## config.mk

```make
export PLATFORM = sky130hd
export DESIGN_NAME = autoneg_advertisement_register
export DESIGN_NICKNAME = d
export VERILOG_FILES = /design/src/verilog/autoneg_adv_pkg.sv /design/src/verilog/adv_word_latch.sv /design/src/verilog/autoneg_advertisement_register.sv
export SDC_FILE = /design/constraint.sdc
export NUM_CORES = 1
export LEC_CHECK = 0
export ABC_AREA = 1
export BUFFER_PORTS_ARGS = -buffer_cell sky130_fd_sc_hd__buf_2
export CAP_MARGIN = 30
export CORE_ASPECT_RATIO = 0.6
export CORE_MARGIN = 2
export CORE_UTILIZATION = 45
export DETAILED_ROUTE_END_ITERATION = 7
export GPL_TIMING_DRIVEN = 0
export PLACE_DENSITY = 0.75
export SLEW_MARGIN = 25
export SYNTH_ARGS = -nofsm -noshare
export SYNTH_HDL_FRONTEND = slang
export SYNTH_SLANG_ARGS = --single-unit
```

## constraint.sdc

```tcl
create_clock -name clk_sys -period 1.1 [get_ports clk_sys]
set_input_delay 0.055 -clock clk_sys [delete_from_list [all_inputs] [get_ports clk_sys]]
set_output_delay 0.055 -clock clk_sys [all_outputs]
set_load 0.01 [all_outputs]
```

## src/verilog/autoneg_adv_pkg.sv

```systemverilog
// Constants and types shared by the advertisement register logic
package autoneg_adv_pkg;

  // Register geometry
  localparam int REG_WIDTH = 16;
  localparam int ADDR_WIDTH = 5;
  localparam logic [4:0] ADV_ADDR = 5'h04;

  // Field positions inside the advertisement word
  localparam int NEXT_PAGE_BIT = 15;
  localparam int RSV14_BIT = 14;
  localparam int REMOTE_FAULT_BIT = 13;
  localparam int RSV_HI = 12;
  localparam int RSV_LO = 10;
  localparam int T4_BIT = 9;
  localparam int TAF_HI = 8;
  localparam int TAF_LO = 5;
  localparam int SEL_HI = 4;
  localparam int SEL_LO = 0;

  // Values after reset and after the default load
  localparam logic NEXT_PAGE_RESET = 1'b0;
  localparam logic RSV14_RESET = 1'b0;
  localparam logic [2:0] RSV12_10_RESET = 3'h0;
  localparam logic [3:0] TAF_AN_DEFAULT = 4'hf;
  localparam logic [4:0] SEL_DEFAULT = 5'h01;
  localparam logic [15:0] WORD_RESET = 16'h0000;

  // Full capability set reported in the status register
  localparam logic [3:0] STATUS_CAPS = 4'hf;

  // Cycles spent in init so the mode pin synchroniser settles
  localparam logic [1:0] INIT_CYCLES = 2'h2;

  // Negotiation phases
  typedef enum logic [1:0] {
    PH_INIT,
    PH_IDLE,
    PH_NEG
  } phase_e;

endpackage : autoneg_adv_pkg

```

## src/verilog/adv_word_latch.sv

```systemverilog
// Holds the link code word handed to the link pulse logic
`timescale 1ns/1ps
module adv_word_latch (
  input wire logic clk_sys,
  input wire logic srst,
  input wire logic load,
  input wire logic [15:0] word_in,
  input wire logic remote_fault,
  output logic [15:0] word_out
);

  typedef struct packed {
    logic [15:0] word;
  } latch_state_s;

  latch_state_s s;
  latch_state_s next_s;

  // Word snapshots only on load; fault bit tracks live
  always_comb
  begin
    next_s = s;
    if (load)
    begin
      next_s.word = word_in;
    end
    next_s.word[autoneg_adv_pkg::REMOTE_FAULT_BIT] = remote_fault;
  end

  // State register
  always_ff @(posedge clk_sys)
  begin
    if (srst)
    begin
      s <= autoneg_adv_pkg::WORD_RESET;
    end
    else
    begin
      s <= next_s;
    end
  end

  assign word_out = s.word;

endmodule : adv_word_latch

```

## src/verilog/autoneg_advertisement_register.sv

```systemverilog
// Auto-negotiation advertisement register with link code word source
//
// Summary of operation
// - Next-page flag advertised to partner as stored.
// - Next-page flag resets to zero.
// - Reserved bit fourteen reads as zero.
// - Bit fourteen writable only with override set.
// - Reserved twelve to ten writable only with override.
// - Local link fault sets remote-fault bit.
// - No local fault clears remote-fault bit.
// - Remote-fault bit carried in code word only while negotiating.
// - Reserved twelve to ten read as zero.
// - Ability bits tell partner supported technologies.
// - 100Base-T4 ability bit always reads zero.
// - Ability bits override-gated, defaults from mode pin.
// - Negotiation off: idle, speed/duplex from selects.
// - Negotiation on: abilities default to all ones.
// - Status capability bits report everything from the first clock after reset.
// - Selector field sent from bits four to zero.
`timescale 1ns/1ps
module autoneg_advertisement_register (
  input wire logic clk_sys,
  input wire logic srst,
  input wire logic [4:0] reg_addr,
  input wire logic reg_wr,
  input wire logic [15:0] reg_wdata,
  input wire logic reg_rd,
  output logic [15:0] reg_rdata,
  output logic reg_rdata_valid,
  input wire logic cmd_override,
  input wire logic autoneg_enable,
  input wire logic an_restart,
  input wire logic rate_select,
  input wire logic duplex_select,
  input wire logic local_link_fault,
  input wire logic hardware_software_mode_pin,
  output logic [15:0] link_code_word,
  output logic an_active,
  output logic send_idle,
  output logic speed_100,
  output logic full_duplex,
  output logic [3:0] status_caps
);

  typedef struct packed {
    logic [1:0] hwsw_sync;
    autoneg_adv_pkg::phase_e phase;
    logic [1:0] init_cnt;
    logic next_page;
    logic rsv14;
    logic remote_fault;
    logic [2:0] rsv12_10;
    logic [3:0] technology_ability_field;
    logic [4:0] selector;
    logic [15:0] rdata;
    logic rdata_valid;
    logic load_word;
    logic an_active;
    logic send_idle;
    logic speed_100;
    logic full_duplex;
    logic [3:0] status_caps;
  } adv_state_s;

  adv_state_s s;
  adv_state_s next_s;
  logic reg_hit;
  logic [15:0] read_image;
  logic [15:0] adv_word;
  logic [3:0] fixed_mode_taf;

  assign reg_hit = (reg_addr == autoneg_adv_pkg::ADV_ADDR);

  // Software view: reserved and T4 positions forced low
  always_comb
  begin
    read_image = 16'h0000;
    read_image[autoneg_adv_pkg::NEXT_PAGE_BIT] = s.next_page;
    read_image[autoneg_adv_pkg::RSV14_BIT] = 1'b0;
    read_image[autoneg_adv_pkg::REMOTE_FAULT_BIT] = s.remote_fault;
    read_image[autoneg_adv_pkg::RSV_HI:autoneg_adv_pkg::RSV_LO] = 3'h0;
    read_image[autoneg_adv_pkg::T4_BIT] = 1'b0;
    read_image[autoneg_adv_pkg::TAF_HI:autoneg_adv_pkg::TAF_LO] = s.technology_ability_field;
    read_image[autoneg_adv_pkg::SEL_HI:autoneg_adv_pkg::SEL_LO] = s.selector;
  end

  // Partner view: stored reserved bits go out, T4 never does
  always_comb
  begin
    adv_word = 16'h0000;
    adv_word[autoneg_adv_pkg::NEXT_PAGE_BIT] = s.next_page;
    adv_word[autoneg_adv_pkg::RSV14_BIT] = s.rsv14;
    adv_word[autoneg_adv_pkg::RSV_HI:autoneg_adv_pkg::RSV_LO] = s.rsv12_10;
    adv_word[autoneg_adv_pkg::TAF_HI:autoneg_adv_pkg::TAF_LO] = s.technology_ability_field;
    adv_word[autoneg_adv_pkg::SEL_HI:autoneg_adv_pkg::SEL_LO] = s.selector;
  end

  // Forced-mode default: only the strapped speed/duplex is advertised
  always_comb
  begin
    fixed_mode_taf = 4'h0;
    fixed_mode_taf[{rate_select, duplex_select}] = 1'b1;
  end

  // Next-state logic for the whole block
  always_comb
  begin
    next_s = s;
    // First stage feeds only the second stage
    next_s.hwsw_sync = {s.hwsw_sync[0], hardware_software_mode_pin};
    next_s.rdata_valid = 1'b0;
    next_s.load_word = 1'b0;
    next_s.status_caps = autoneg_adv_pkg::STATUS_CAPS;
    next_s.remote_fault = local_link_fault;
    case (s.phase)
      autoneg_adv_pkg::PH_INIT:
      begin
        next_s.send_idle = 1'b0;
        next_s.an_active = 1'b0;
        if (s.init_cnt == autoneg_adv_pkg::INIT_CYCLES)
        begin
          // Defaults wait for the settled mode pin
          next_s.rsv14 = autoneg_adv_pkg::RSV14_RESET;
          next_s.rsv12_10 = autoneg_adv_pkg::RSV12_10_RESET;
          next_s.selector = autoneg_adv_pkg::SEL_DEFAULT;
          if (autoneg_enable || !s.hwsw_sync[1])
          begin
            next_s.technology_ability_field = autoneg_adv_pkg::TAF_AN_DEFAULT;
          end
          else
          begin
            next_s.technology_ability_field = fixed_mode_taf;
          end
          if (autoneg_enable)
          begin
            next_s.phase = autoneg_adv_pkg::PH_NEG;
            next_s.load_word = 1'b1;
          end
          else
          begin
            next_s.phase = autoneg_adv_pkg::PH_IDLE;
          end
        end
        else
        begin
          next_s.init_cnt = s.init_cnt + 2'h1;
        end
      end
      autoneg_adv_pkg::PH_IDLE:
      begin
        // Forced mode: no negotiation, idles on the line
        next_s.send_idle = 1'b1;
        next_s.an_active = 1'b0;
        next_s.speed_100 = rate_select;
        next_s.full_duplex = duplex_select;
        if (autoneg_enable)
        begin
          next_s.phase = autoneg_adv_pkg::PH_NEG;
          next_s.load_word = 1'b1;
        end
      end
      autoneg_adv_pkg::PH_NEG:
      begin
        next_s.send_idle = 1'b0;
        next_s.an_active = 1'b1;
        if (!autoneg_enable)
        begin
          next_s.phase = autoneg_adv_pkg::PH_IDLE;
        end
        else if (an_restart)
        begin
          // Mid-negotiation edits wait for this point
          next_s.load_word = 1'b1;
        end
      end
      default:
      begin
        next_s.phase = autoneg_adv_pkg::PH_INIT;
      end
    endcase
    // Writes during init would be lost to the default load
    if (reg_wr && reg_hit && s.phase != autoneg_adv_pkg::PH_INIT)
    begin
      next_s.next_page = reg_wdata[autoneg_adv_pkg::NEXT_PAGE_BIT];
      if (cmd_override)
      begin
        next_s.rsv14 = reg_wdata[autoneg_adv_pkg::RSV14_BIT];
        next_s.rsv12_10 = reg_wdata[autoneg_adv_pkg::RSV_HI:autoneg_adv_pkg::RSV_LO];
        next_s.technology_ability_field =
          reg_wdata[autoneg_adv_pkg::TAF_HI:autoneg_adv_pkg::TAF_LO];
        next_s.selector = reg_wdata[autoneg_adv_pkg::SEL_HI:autoneg_adv_pkg::SEL_LO];
      end
    end
    // Read answers one cycle later from the current image
    if (reg_rd && reg_hit)
    begin
      next_s.rdata = read_image;
      next_s.rdata_valid = 1'b1;
    end
  end

  // State register
  always_ff @(posedge clk_sys)
  begin
    if (srst)
    begin
      s <= '0;
    end
    else
    begin
      s <= next_s;
    end
  end

  // Code word holder; fault only reaches partner while negotiating
  adv_word_latch u_word (
    .clk_sys(clk_sys),
    .srst(srst),
    .load(s.load_word),
    .word_in(adv_word),
    .remote_fault(s.remote_fault && s.an_active),
    .word_out(link_code_word)
  );

  assign reg_rdata = s.rdata;
  assign reg_rdata_valid = s.rdata_valid;
  assign an_active = s.an_active;
  assign send_idle = s.send_idle;
  assign speed_100 = s.speed_100;
  assign full_duplex = s.full_duplex;
  assign status_caps = s.status_caps;
endmodule : autoneg_advertisement_register

```

======== Word-level counts from Yosys, hierarchy flattened ========
Cells that the tools add are included.
storage, ports and cells
  output and inout port bits .............. 41
  latch bits .............................. 0
  input bits .............................. 32
  memories kept ........................... 0
  ROM bits ................................ 0
  memory bits (writable) .................. 0
  bits in registers ....................... 57
operators by class
  div/mod/pow operators ................... 0
  reduce and logical (&&, ||, !) cells .... 12
  bitwise gates (word level) .............. 1
  order comparisons ....................... 2
  multiplexer cells ....................... 23
  shift-type cells ........................ 0
  multiply operators ...................... 0
  equal/unequal tests ..................... 7
  add/subtract/negate cells ............... 1
operator list
  operator             count
  $mux 12              4
  $mux 1               10
  $pmux 3 s3           1
  $mux 2               4
  $mux 4               2
  $ne 2x2->1 const B   3
  $pmux 2 s3           1
  $eq 5x3->1 const B   1
  $logic_and 1x1->1    5
  $eq 2x2->1 const B   2
  $lt 2x3->1 const B   1
  $reduce_and 3->1     1
  $reduce_bool 3->1    1
  $add 2x1->2 const B  1
  $demux 1 s2          1
  $eq 2x1->1 const B   1
  $ge 2x1->1 const B   1
  $logic_not 2->1      1
  $reduce_and 2->1     1
  $reduce_bool 2->1    1
  $logic_not 1->1      1
  $logic_or 1x1->1     1
  $not 1->1            1

======== Longest topological paths before layout ========
Gate-level depths: netlist of run 1.
  depth after elaboration ................. 9
  gate-level depth with buffers ........... 10
  depth with buffers taken out ............ 10

======== Modules after synthesis ========
From an unflattened synthesis of run 1, not the netlist that was laid out.
unflattened totals
  cells, all modules ...................... 351
  area total of the unflattened synthesis .. 2,433.6 sq um
modules (own cells, without submodules)
  module                          instances  seq. area each (sq um)  area an instance (sq um)  cells each
  autoneg_advertisement_register  1          780.7                   1,774.2                   253
  adv_word_latch                  1          320.3                   659.4                     98

======== Worst setup path before layout of run 1 ========
Ideal clock, no wire load.
  path kind ............................... register to register
  start point ............................. register s[41] (netlist name)
  end point ............................... register s (netlist bit adv_word[6])
  cell stages (with the launch flop) ...... 11
  clock period less this slack ............ 1,132 ps
  required time ........................... 1,036 ps
  data arrival time ....................... 1,069 ps
  path slack .............................. -32 ps
  cells stage by stage .................... dfxtp_1 inv_1 ha_1 inv_1 nor2_1 nand2_1 nand2_1 inv_1 nand2_1 nand2_1 nor2_1
on the way
  cells in the longest elaborated chain, start to end .. 5
ends and longest elaborated chain
  item                    line                                   text
  from (decl)             autoneg_advertisement_register.sv:65   adv_state_s s;
  from (signal assigned)  autoneg_advertisement_register.sv:211  s <= next_s;
  $eq 2x2->1 *            autoneg_advertisement_register.sv:120  if (s.init_cnt == autoneg_adv_pkg::INIT_CYCLES)
  $mux 12 *               autoneg_advertisement_register.sv:120
  $mux 12 *               autoneg_advertisement_register.sv:115  case (s.phase)
  $mux 12                 autoneg_advertisement_register.sv:185  if (cmd_override)
  $mux 12 *               autoneg_advertisement_register.sv:182  if (reg_wr && reg_hit && s.phase != autoneg_adv_pkg::PH_INIT)
Every way passes the cells marked *; elsewhere a longest branch is shown, timed or not.
A chain may end at the register's enable or synchronous reset.

======== Worst setup path after layout of run 1 ========
  start point ............................. register s[41] (netlist name)
  end point ............................... register s (netlist bit adv_word[7])
The elaborated chain is that of the path after synthesis.

==> impl_metrics.ini, run 1 <==
[outcome]
status = complete, but fails checks
violations = negative setup slack

[yosys]
synth_top_cell_area_share = 0.476
ys_types = 19
synthFlopType = dfxtp_1
synth_edf_count = 0
synthTopCellsByArea = dfxtp_1 (48%), nor2_1 (12%), nand2_1 (11%)
yosysSeqAreaShare = 0.476
synthArstFlopShare = 0
yosysTopAreaCell = dfxtp_1
postSynthAreaPerCell_sq_um = 7.33
synth-seq-cells = 54
syn-cell-area_sq_mm = 0.00227
ys_warn_count = 0
syn_inst = 310

[global_routing]
top_usage_layer = met1
grt_use_total = 0.215
gr-usage-met2 = 0.314
grt-ovfl-total = 0
grt_max_degree = 17
globalRouteMet1Util = 0.318
gr-usage-met3 = 0.0420
grt_pass1_vias = 1926
antenna_found_initial = 0
grt_pass1_wl_microns = 9030

[setup_path]
endpoint_kind = flip-flop
cp-endpoint = adv_word[7]
crit_path_start = s[41]
regToRegSetupSlack_ns = -0.10
critPathLaunchType = flip-flop
r2r-start = s[41]
r2r_cells = 10
path_class = flip-flop to flip-flop
cp.required_ns = 1.35
arrival_ns = 1.45
worst-path-max-fanout = 4
timing.rr.end = adv_word[7]

[drt]
via_per_inst = 4.63
wire_per_inst_microns = 12.8
routed_wl_microns = 6080
dr.first_iter.drc_count = 156
dr.pass1.iters = 4
ant_nets = 0
drc = 0
num_vias = 2194

[min_path]
hp-class = input port to flip-flop
hp-start = an_restart

[run]
maxCapViolCount = 0

[placement]
placed_cell_area_sq_mm = 0.00271
port_buffers = 64
gp_congestion = 0.814
hpwl_microns = 4000

[power_and_ir_drop]
p_clk_frac = 0.233
pwr-share-seq = 0.498
power_mw = 4.69
p_sw_frac = 0.326
p_leak_nw = 1.62
ir_drop_mv = 0.699
pwr-share-comb = 0.269
powerDensity_mw_per_mm2 = 1510
p_sw_mw = 1.53
internal_power_mw = 3.16

[floorplan]
die_x_microns = 95.7
die_h_microns = 59.0
fp.dieArea_sq_mm = 0.00565
start_util = 0.483
core_area_sq_mm = 0.00471
fp-row-count = 19
pin_count = 73

[timing]
setup_violations = 8
fin_crit_sh = 1.09
fin_ws_ns = -0.100
hold_viol = 0
hold-worst-slack_ns = 0.0127
period_needed_ns = 1.20
max_freq_mhz = 833
rsz0062_at_grt = yes
clock_skew_ns = 0.0107
finalMaxSlewViolations = 0

[layout]
area_delta_synth_final_pct = 37.1
fin_area_sq_mm = 0.00311
drive_gt1_frac = 0.348
layout.nets = 443
num_antenna_cells = 0
layout_common_cells = nor2_1 (66), buf_2 (66), nand2_1 (54)

[cts]
cts_made_buffers = 5
cts_buffer_depth = 2
htree_levels = 2
clock_latency_ns = 0.31
clock-root-buffer = clkbuf_8
cts_tree = done
clock_sinks = 54
path_clk_slew_ns = 0.10
==> power by group through the flow <==
stage                     registers (mW)  logic (mW)  clock network (mW)
final                               2.34        1.26                1.10
after CTS                           2.33        1.09                1.11
after floorplan                     2.35       0.649                   0
after detailed placement            2.35       0.992                   0
after global placement              2.35       0.979                   0
after global routing                2.36        1.40                1.20
==> kinds of logic after synthesis <==
kind of cell	share of synthesized area
adders and majority gates	0.00551
and+or+nand+nor	0.292
AOI/OAI and AO/OA	0.0859
buffers and inverters	0.139
DFF	0.476
other	0.00165
==> per-stage QoR <==
stage,utilization,setup slack (ns),TNS (ns),instances
6_report,0.662,-0.100,-0.398,474
5_1_grt,0.662,-0.199,-1.50,474
4_1_cts,0.639,-0.0478,-0.181,470
3_5_place_dp,0.575,-0.162,-1.67,442
3_3_place_gp,0.575,-0.150,-1.49,442
2_1_floorplan,-,0.00702,0,315
==> cell type report <==
type,count,area [sq um]
buffer,33,235
clock buffer,6,72.6
clock inverter,2,13.8
fill,412,1590
inverter,22,86.3
multi-input combinational,205,976
sequential,54,1090
tap,63,78.8
timing repair buffer,88,552
timing repair inverter,1,5.00
==> timing repair <==
item,in CTS,in global routing
gates resized for setup,13,29
endpoints found under the setup margin,26,27
hold buffers,16,0
buffers inserted,4,2
endpoints found under the hold margin,16,0
gates cloned,1,2
pin swaps,4,10
==> worst max-delay path: stages (launching register included) <==
cell and delay, ns:
dfxtp_2 0.33, inv_2 0.07, ha_4 0.19, inv_2 0.05, nor2_4 0.14, nand2_2 0.07
nand2_1 0.05, inv_1 0.03, nand2_1 0.05, nand2_1 0.06, nor2_1 0.10
==> cell usage after synthesis, types with 2 or more instances <==
cell type / count
nor2_1: 70
nand3_1: 13
buf_4: 24
o21ai_0: 20
nand2_2: 2
nand2_1: 68
nor2_2: 2
dfxtp_1: 54
buf_6: 2
inv_1: 22
a21oi_1: 19
clkbuf_1: 7
==> worst min-delay path by stage <==
| stage | end | slack [ns] | depth (start not counted) |
|---|---|---|---|
| after floorplan | s[43] | 0.13 | 1 |
| after global placement | read_image[13] | 0.26 | 3 |
| after detailed placement | read_image[13] | 0.26 | 3 |
| after CTS | s[8] | 0.004 | 3 |
| after global routing | s[8] | 0.02 | 3 |
| final | s[8] | 0.01 | 3 |
==> per-layer routing <==
metal	vias to the layer above	routed length (microns)
li1	1131	-
met1	962	2830
met2	91	2580
met3	10	555
met4	0	104
met5	-	0
==> registers in the layout (all words and copies together), names as in the netlist <==
signal,flops
u_word.word_out,15
adv_word,14
reg_rdata,11
s,6
an_active,1
full_duplex,1
next_s,1
read_image,1
reg_rdata_valid,1
send_idle,1
speed_100,1
status_caps,1
No activity file was read; power rests on OpenSTA's default activity.
==> inputs of run 2 (changes only) <==
Settings changed: BUFFER_PORTS_ARGS -buffer_cell sky130_fd_sc_hd__buf_2 to default, CORE_UTILIZATION 45 to 55, DONT_BUFFER_PORTS from default to 1, PLACE_DENSITY 0.75 to 0.73.
==> run 2 against run 1 <==
Die area is 17% lower; critical path depth stayed put; sequential power is 2% higher; critical path type unchanged; setup slack better by 0.031 ns; the run still ends with negative setup slack left; combinational power is 17% lower; largest cell class unchanged; largest power group unchanged.
==> impl_metrics.ini, run 2 (same netlist as run 1, synthesis figures left out) <==
[layout]
num_antenna_cells = 0
largest_reg_flops = 15
final_common_cell = nor2_1
num-fill-cells = 338
layout_common_cells = nor2_1 (65), nand2_1 (62), dfxtp_1 (50)
layout.nets = 384
drive_gt1_frac = 0.205
final_cell_count_no_fill = 402
area_delta_synth_final_pct = 23.8

[power_and_ir_drop]
internal_power_mw = 3.12
powerDensity_mw_per_mm2 = 1620
p_sw_mw = 1.43
pwr-share-comb = 0.228
ir_drop_mv = 0.795
p_leak_nw = 1.34
p_sw_frac = 0.315
p_clk_frac = 0.248
pwr-share-seq = 0.524

[drt]
ant_nets = 0
drc = 0
routed_wl_microns = 5250
num_vias = 1918
dr.first_iter.drc_count = 110
via_per_inst = 4.77
dr.pass1.iters = 4
wire_per_inst_microns = 13.1

[placement]
pre_cts_ws_ns = -0.156
port_buffers = 0
hpwl_microns = 3500
gp_congestion = 0.793
dp.cells = 365

[cts]
cts_made_buffers = 5
clock_latency_ns = 0.31
htree_levels = 2
cts_buffer_depth = 2
clock_sinks = 54
clock-root-buffer = clkbuf_8
cts_tree = done
path_clk_slew_ns = 0.09

[setup_path]
critPathLaunchType = flip-flop
path_class = flip-flop to flip-flop
endpoint_kind = flip-flop
cp.required_ns = 1.31
worst-path-max-fanout = 5
arrival_ns = 1.38
regToRegSetupSlack_ns = -0.07

[global_routing]
grt_use_total = 0.226
grt_max_degree = 16
grt_pass1_vias = 1712
antenna_found_initial = 0
grt_pass1_wl_microns = 7850
grt-ovfl-total = 0

[floorplan]
pin_count = 73
fp.dieArea_sq_mm = 0.00468
core_area_sq_mm = 0.00403
die_h_microns = 53.8
fp-row-count = 18
die_x_microns = 87.0
start_util = 0.564

[outcome]
violations = negative setup slack
status = complete, but fails checks

[timing]
setup_violations = 13
clock_skew_ns = 0.00640
fin_crit_sh = 1.06
fin_ws_ns = -0.0697
period_needed_ns = 1.17
max_freq_mhz = 855
hold_viol = 0
rsz0062_at_grt = yes
finalMaxSlewViolations = 0

[min_path]
hp-class = input port to flip-flop

[run]
maxCapViolCount = 0
-- run 2: power groups by stage --
| stage | logic, mW | registers (mW) | clock network, mW |
|---|---|---|---|
| 2_1_floorplan | 0.649 | 2.35 | 0 |
| 3_3_place_gp | 0.773 | 2.40 | 0 |
| 3_5_place_dp | 0.785 | 2.40 | 0 |
| 4_1_cts | 0.955 | 2.37 | 1.14 |
| 5_1_grt | 1.16 | 2.42 | 1.23 |
| 6_report | 1.04 | 2.38 | 1.13 |
-- run 2: what timing repair did --
action | CTS | global route
cloned | 1 | 2
hold buffers | 22 | 0
hold endpoints to repair | 25 | 0
pin swaps | 7 | 1
setup buffers | 4 | 1
gates resized for setup | 18 | 18
endpoints found under the setup margin | 26 | 26
-- run 2: stage by stage --
stage                     utilization  instance area [sq um]  TNS, ns  power, mW  hold WS (ns)
after floorplan                     -                   2310        0       3.00         0.132
after global placement          0.588                   2370    -1.40       3.18         0.137
after detailed placement        0.588                   2370    -1.61       3.19         0.137
after CTS                       0.683                   2760   -0.139       4.47       0.00649
after global routing            0.698                   2810    -1.39       4.81        0.0276
final                           0.698                   2810   -0.330       4.55        0.0156
-- run 2: final cells by class --
cell class	count	area (sq um)	area share
sequential	54	1090	0.389
multi-input combinational	205	957	0.340
clock buffer	7	86.3	0.0307
timing repair inverter	1	5.00	0.00178
buffer	33	238	0.0845
timing repair buffer	29	280	0.0996
clock inverter	1	5.00	0.00178
tap	50	62.6	0.0222
inverter	22	86.3	0.0307
-- run 2: path summary, 6_finish.rpt --
| path | from | end | cells past startpoint |
|---|---|---|---|
| hold / removal | srst | s[44] | 3 |
| hold reg to reg | next_s[46] | s[46] | 2 |
| setup / recovery | s[41] | adv_word[8] | 10 |
| setup reg to reg | s[41] | adv_word[8] | 10 |
-- run 2: per-layer routing --
metal | part of all wire | track usage | routed length (microns) | vias to the layer above
met5 | 0 | 0 | 0 | -
met4 | 0.0099 | 0.0859 | 52 | 0
met3 | 0.095 | 0.0767 | 501 | 6
met2 | 0.41 | 0.323 | 2130 | 70
met1 | 0.49 | 0.314 | 2570 | 830
li1 | - | - | - | 1012
-- run 2: critical path: stages, from the launching register on --
cell,delay (ns)
dfxtp_1,0.32
inv_2,0.08
ha_4,0.18
nand2_4,0.07
buf_6,0.14
nand2_2,0.05
nand2_1,0.05
inv_1,0.06
nand2_1,0.04
nand2_1,0.05
nor2_1,0.03
==> inputs of run 3 (changes only) <==
Settings changed: SKIP_CTS_REPAIR_TIMING from default to 1.
==> run 3 against run 2 <==
The run still ends with negative setup slack left; core utilization rose by 0.062 points; largest cell class unchanged; clock-buffer cell count unchanged; first-iteration DRC count increased by 20%; hold slack got worse by 0.015 ns; final cell count up 0.50%; die area did not move; sequential power barely moved; wire length up 0.17%; sequential cell count is the same; highest routed layer unchanged; cell area about the same.
==> impl_metrics.ini, run 3 (same netlist as run 1, synthesis figures left out) <==
[layout]
num-fill-cells = 337
layout_common_cells = nor2_1 (63), nand2_1 (63), dfxtp_1 (50)
largest_reg_flops = 15
area_delta_synth_final_pct = 24.0
final_cell_count_no_fill = 404
fin_area_sq_mm = 0.00282
layout.nets = 386
num_antenna_cells = 0
drive_gt1_frac = 0.206
fin_util = 0.699

[setup_path]
crit_path_top_delay_cell = dfxtp_4
cp.required_ns = 1.32
worst-path-max-fanout = 10
timing.rr.end = adv_word[14]
cp_cell_sequence = nor2_4, nor2_4, nand3_4, buf_6, nor2_1, nor2_1
critPathLaunchType = flip-flop
arrival_ns = 1.41
r2r_cells = 6
critPathMaxStageDelay_ns = 0.39
crit_path_start = s[44]
r2r-start = s[44]
crit_family = simple AND/OR/NAND/NOR gates
regToRegSetupSlack_ns = -0.1
path_class = flip-flop to flip-flop
critPathBufInv = 1
endpoint_kind = flip-flop

[timing]
rsz0062_at_grt = yes
hold-worst-slack_ns = 0.0000974
hold_viol = 0
finalMaxSlewViolations = 0
setup_violations = 15
fin_crit_sh = 1.09
setup_tns_ns = -0.883
fin_ws_ns = -0.0954
max_freq_mhz = 837
period_needed_ns = 1.20
clock_skew_ns = 0.00846

[cts]
clock_latency_ns = 0.31
htree_levels = 2
cts_buffer_depth = 2
path_clk_slew_ns = 0.09
cts_made_buffers = 5
clock_sinks = 54
cts_tree = done
clock-root-buffer = clkbuf_8

[global_routing]
antenna_found_initial = 0
grt_pass1_vias = 1568
grt_pass1_wl_microns = 7310
grt-ovfl-total = 0
grt_use_total = 0.213
grt_max_degree = 16

[floorplan]
fp.dieArea_sq_mm = 0.00468
fp-row-count = 18
core_area_sq_mm = 0.00403
pin_count = 73
die_h_microns = 53.8
start_util = 0.564
die_x_microns = 87.0

[placement]
pre_cts_ws_ns = -0.156
port_buffers = 0
placed_cell_area_sq_mm = 0.00237
hpwl_microns = 3500
gp_congestion = 0.793
dp.cells = 365

[drt]
wire_per_inst_microns = 13.0
dr.pass1.iters = 4
ant_nets = 0
routed_wl_microns = 5260
num_vias = 1930
via_per_inst = 4.78
dr.first_iter.drc_count = 132
drc = 0

[min_path]
hp-start = srst
whs_path_depth = 3
whs_endpoint = s[44]
hp-class = input port to flip-flop

[power_and_ir_drop]
p_sw_mw = 1.42
pwr-share-comb = 0.223
ir_drop_mv = 0.802
internal_power_mw = 3.10
power_mw = 4.52
pwr-share-seq = 0.526
powerDensity_mw_per_mm2 = 1600
p_leak_nw = 1.35
p_clk_frac = 0.251
p_sw_frac = 0.315

[outcome]
violations = negative setup slack
status = complete, but fails checks

[run]
maxCapViolCount = 0
-- run 3: cell type report --
class,instances,area [sq um],share of cell area
clock buffer,7,86.3,0.0307
timing repair buffer,31,289,0.103
sequential,54,1090,0.387
tap,50,62.6,0.0222
multi-input combinational,205,960,0.341
inverter,22,82.6,0.0293
buffer,34,240,0.0853
clock inverter,1,5.00,0.00178
-- run 3: worst max path at each step --
stage	to	slack [ns]	cells after the start
after floorplan	adv_word[8]	0.007	9
after global placement	adv_word[8]	-0.14	6
after detailed placement	adv_word[8]	-0.16	6
after CTS	adv_word[8]	-0.18	6
after global routing	adv_word[2]	-0.17	7
final	adv_word[14]	-0.1	6
-- run 3: per-layer routing --
layer | routed length [microns] | GRT usage | vias to the layer above
li1 | - | - | 1015
met1 | 2560 | 0.299 | 846
met2 | 2190 | 0.289 | 64
met3 | 462 | 0.0828 | 5
met4 | 50 | 0.0859 | 0
met5 | 0 | 0 | -
-- run 3: worst reg2reg max path, delay by kind of cell (launching register included) --
| family | cells | cell delay, ns |
|---|---|---|
| flops | 1 | 0.39 |
| simple gates | 5 | 0.53 |
| buf+inv | 1 | 0.18 |
-- run 3: power by group through the flow --
stage | registers [mW] | clock network, mW | logic [mW]
finish | 2.38 | 1.14 | 1.01
global route | 2.40 | 1.23 | 1.13
CTS | 2.36 | 1.14 | 0.795
detailed placement | 2.40 | 0 | 0.785
global placement | 2.40 | 0 | 0.773
floorplan | 2.35 | 0 | 0.649
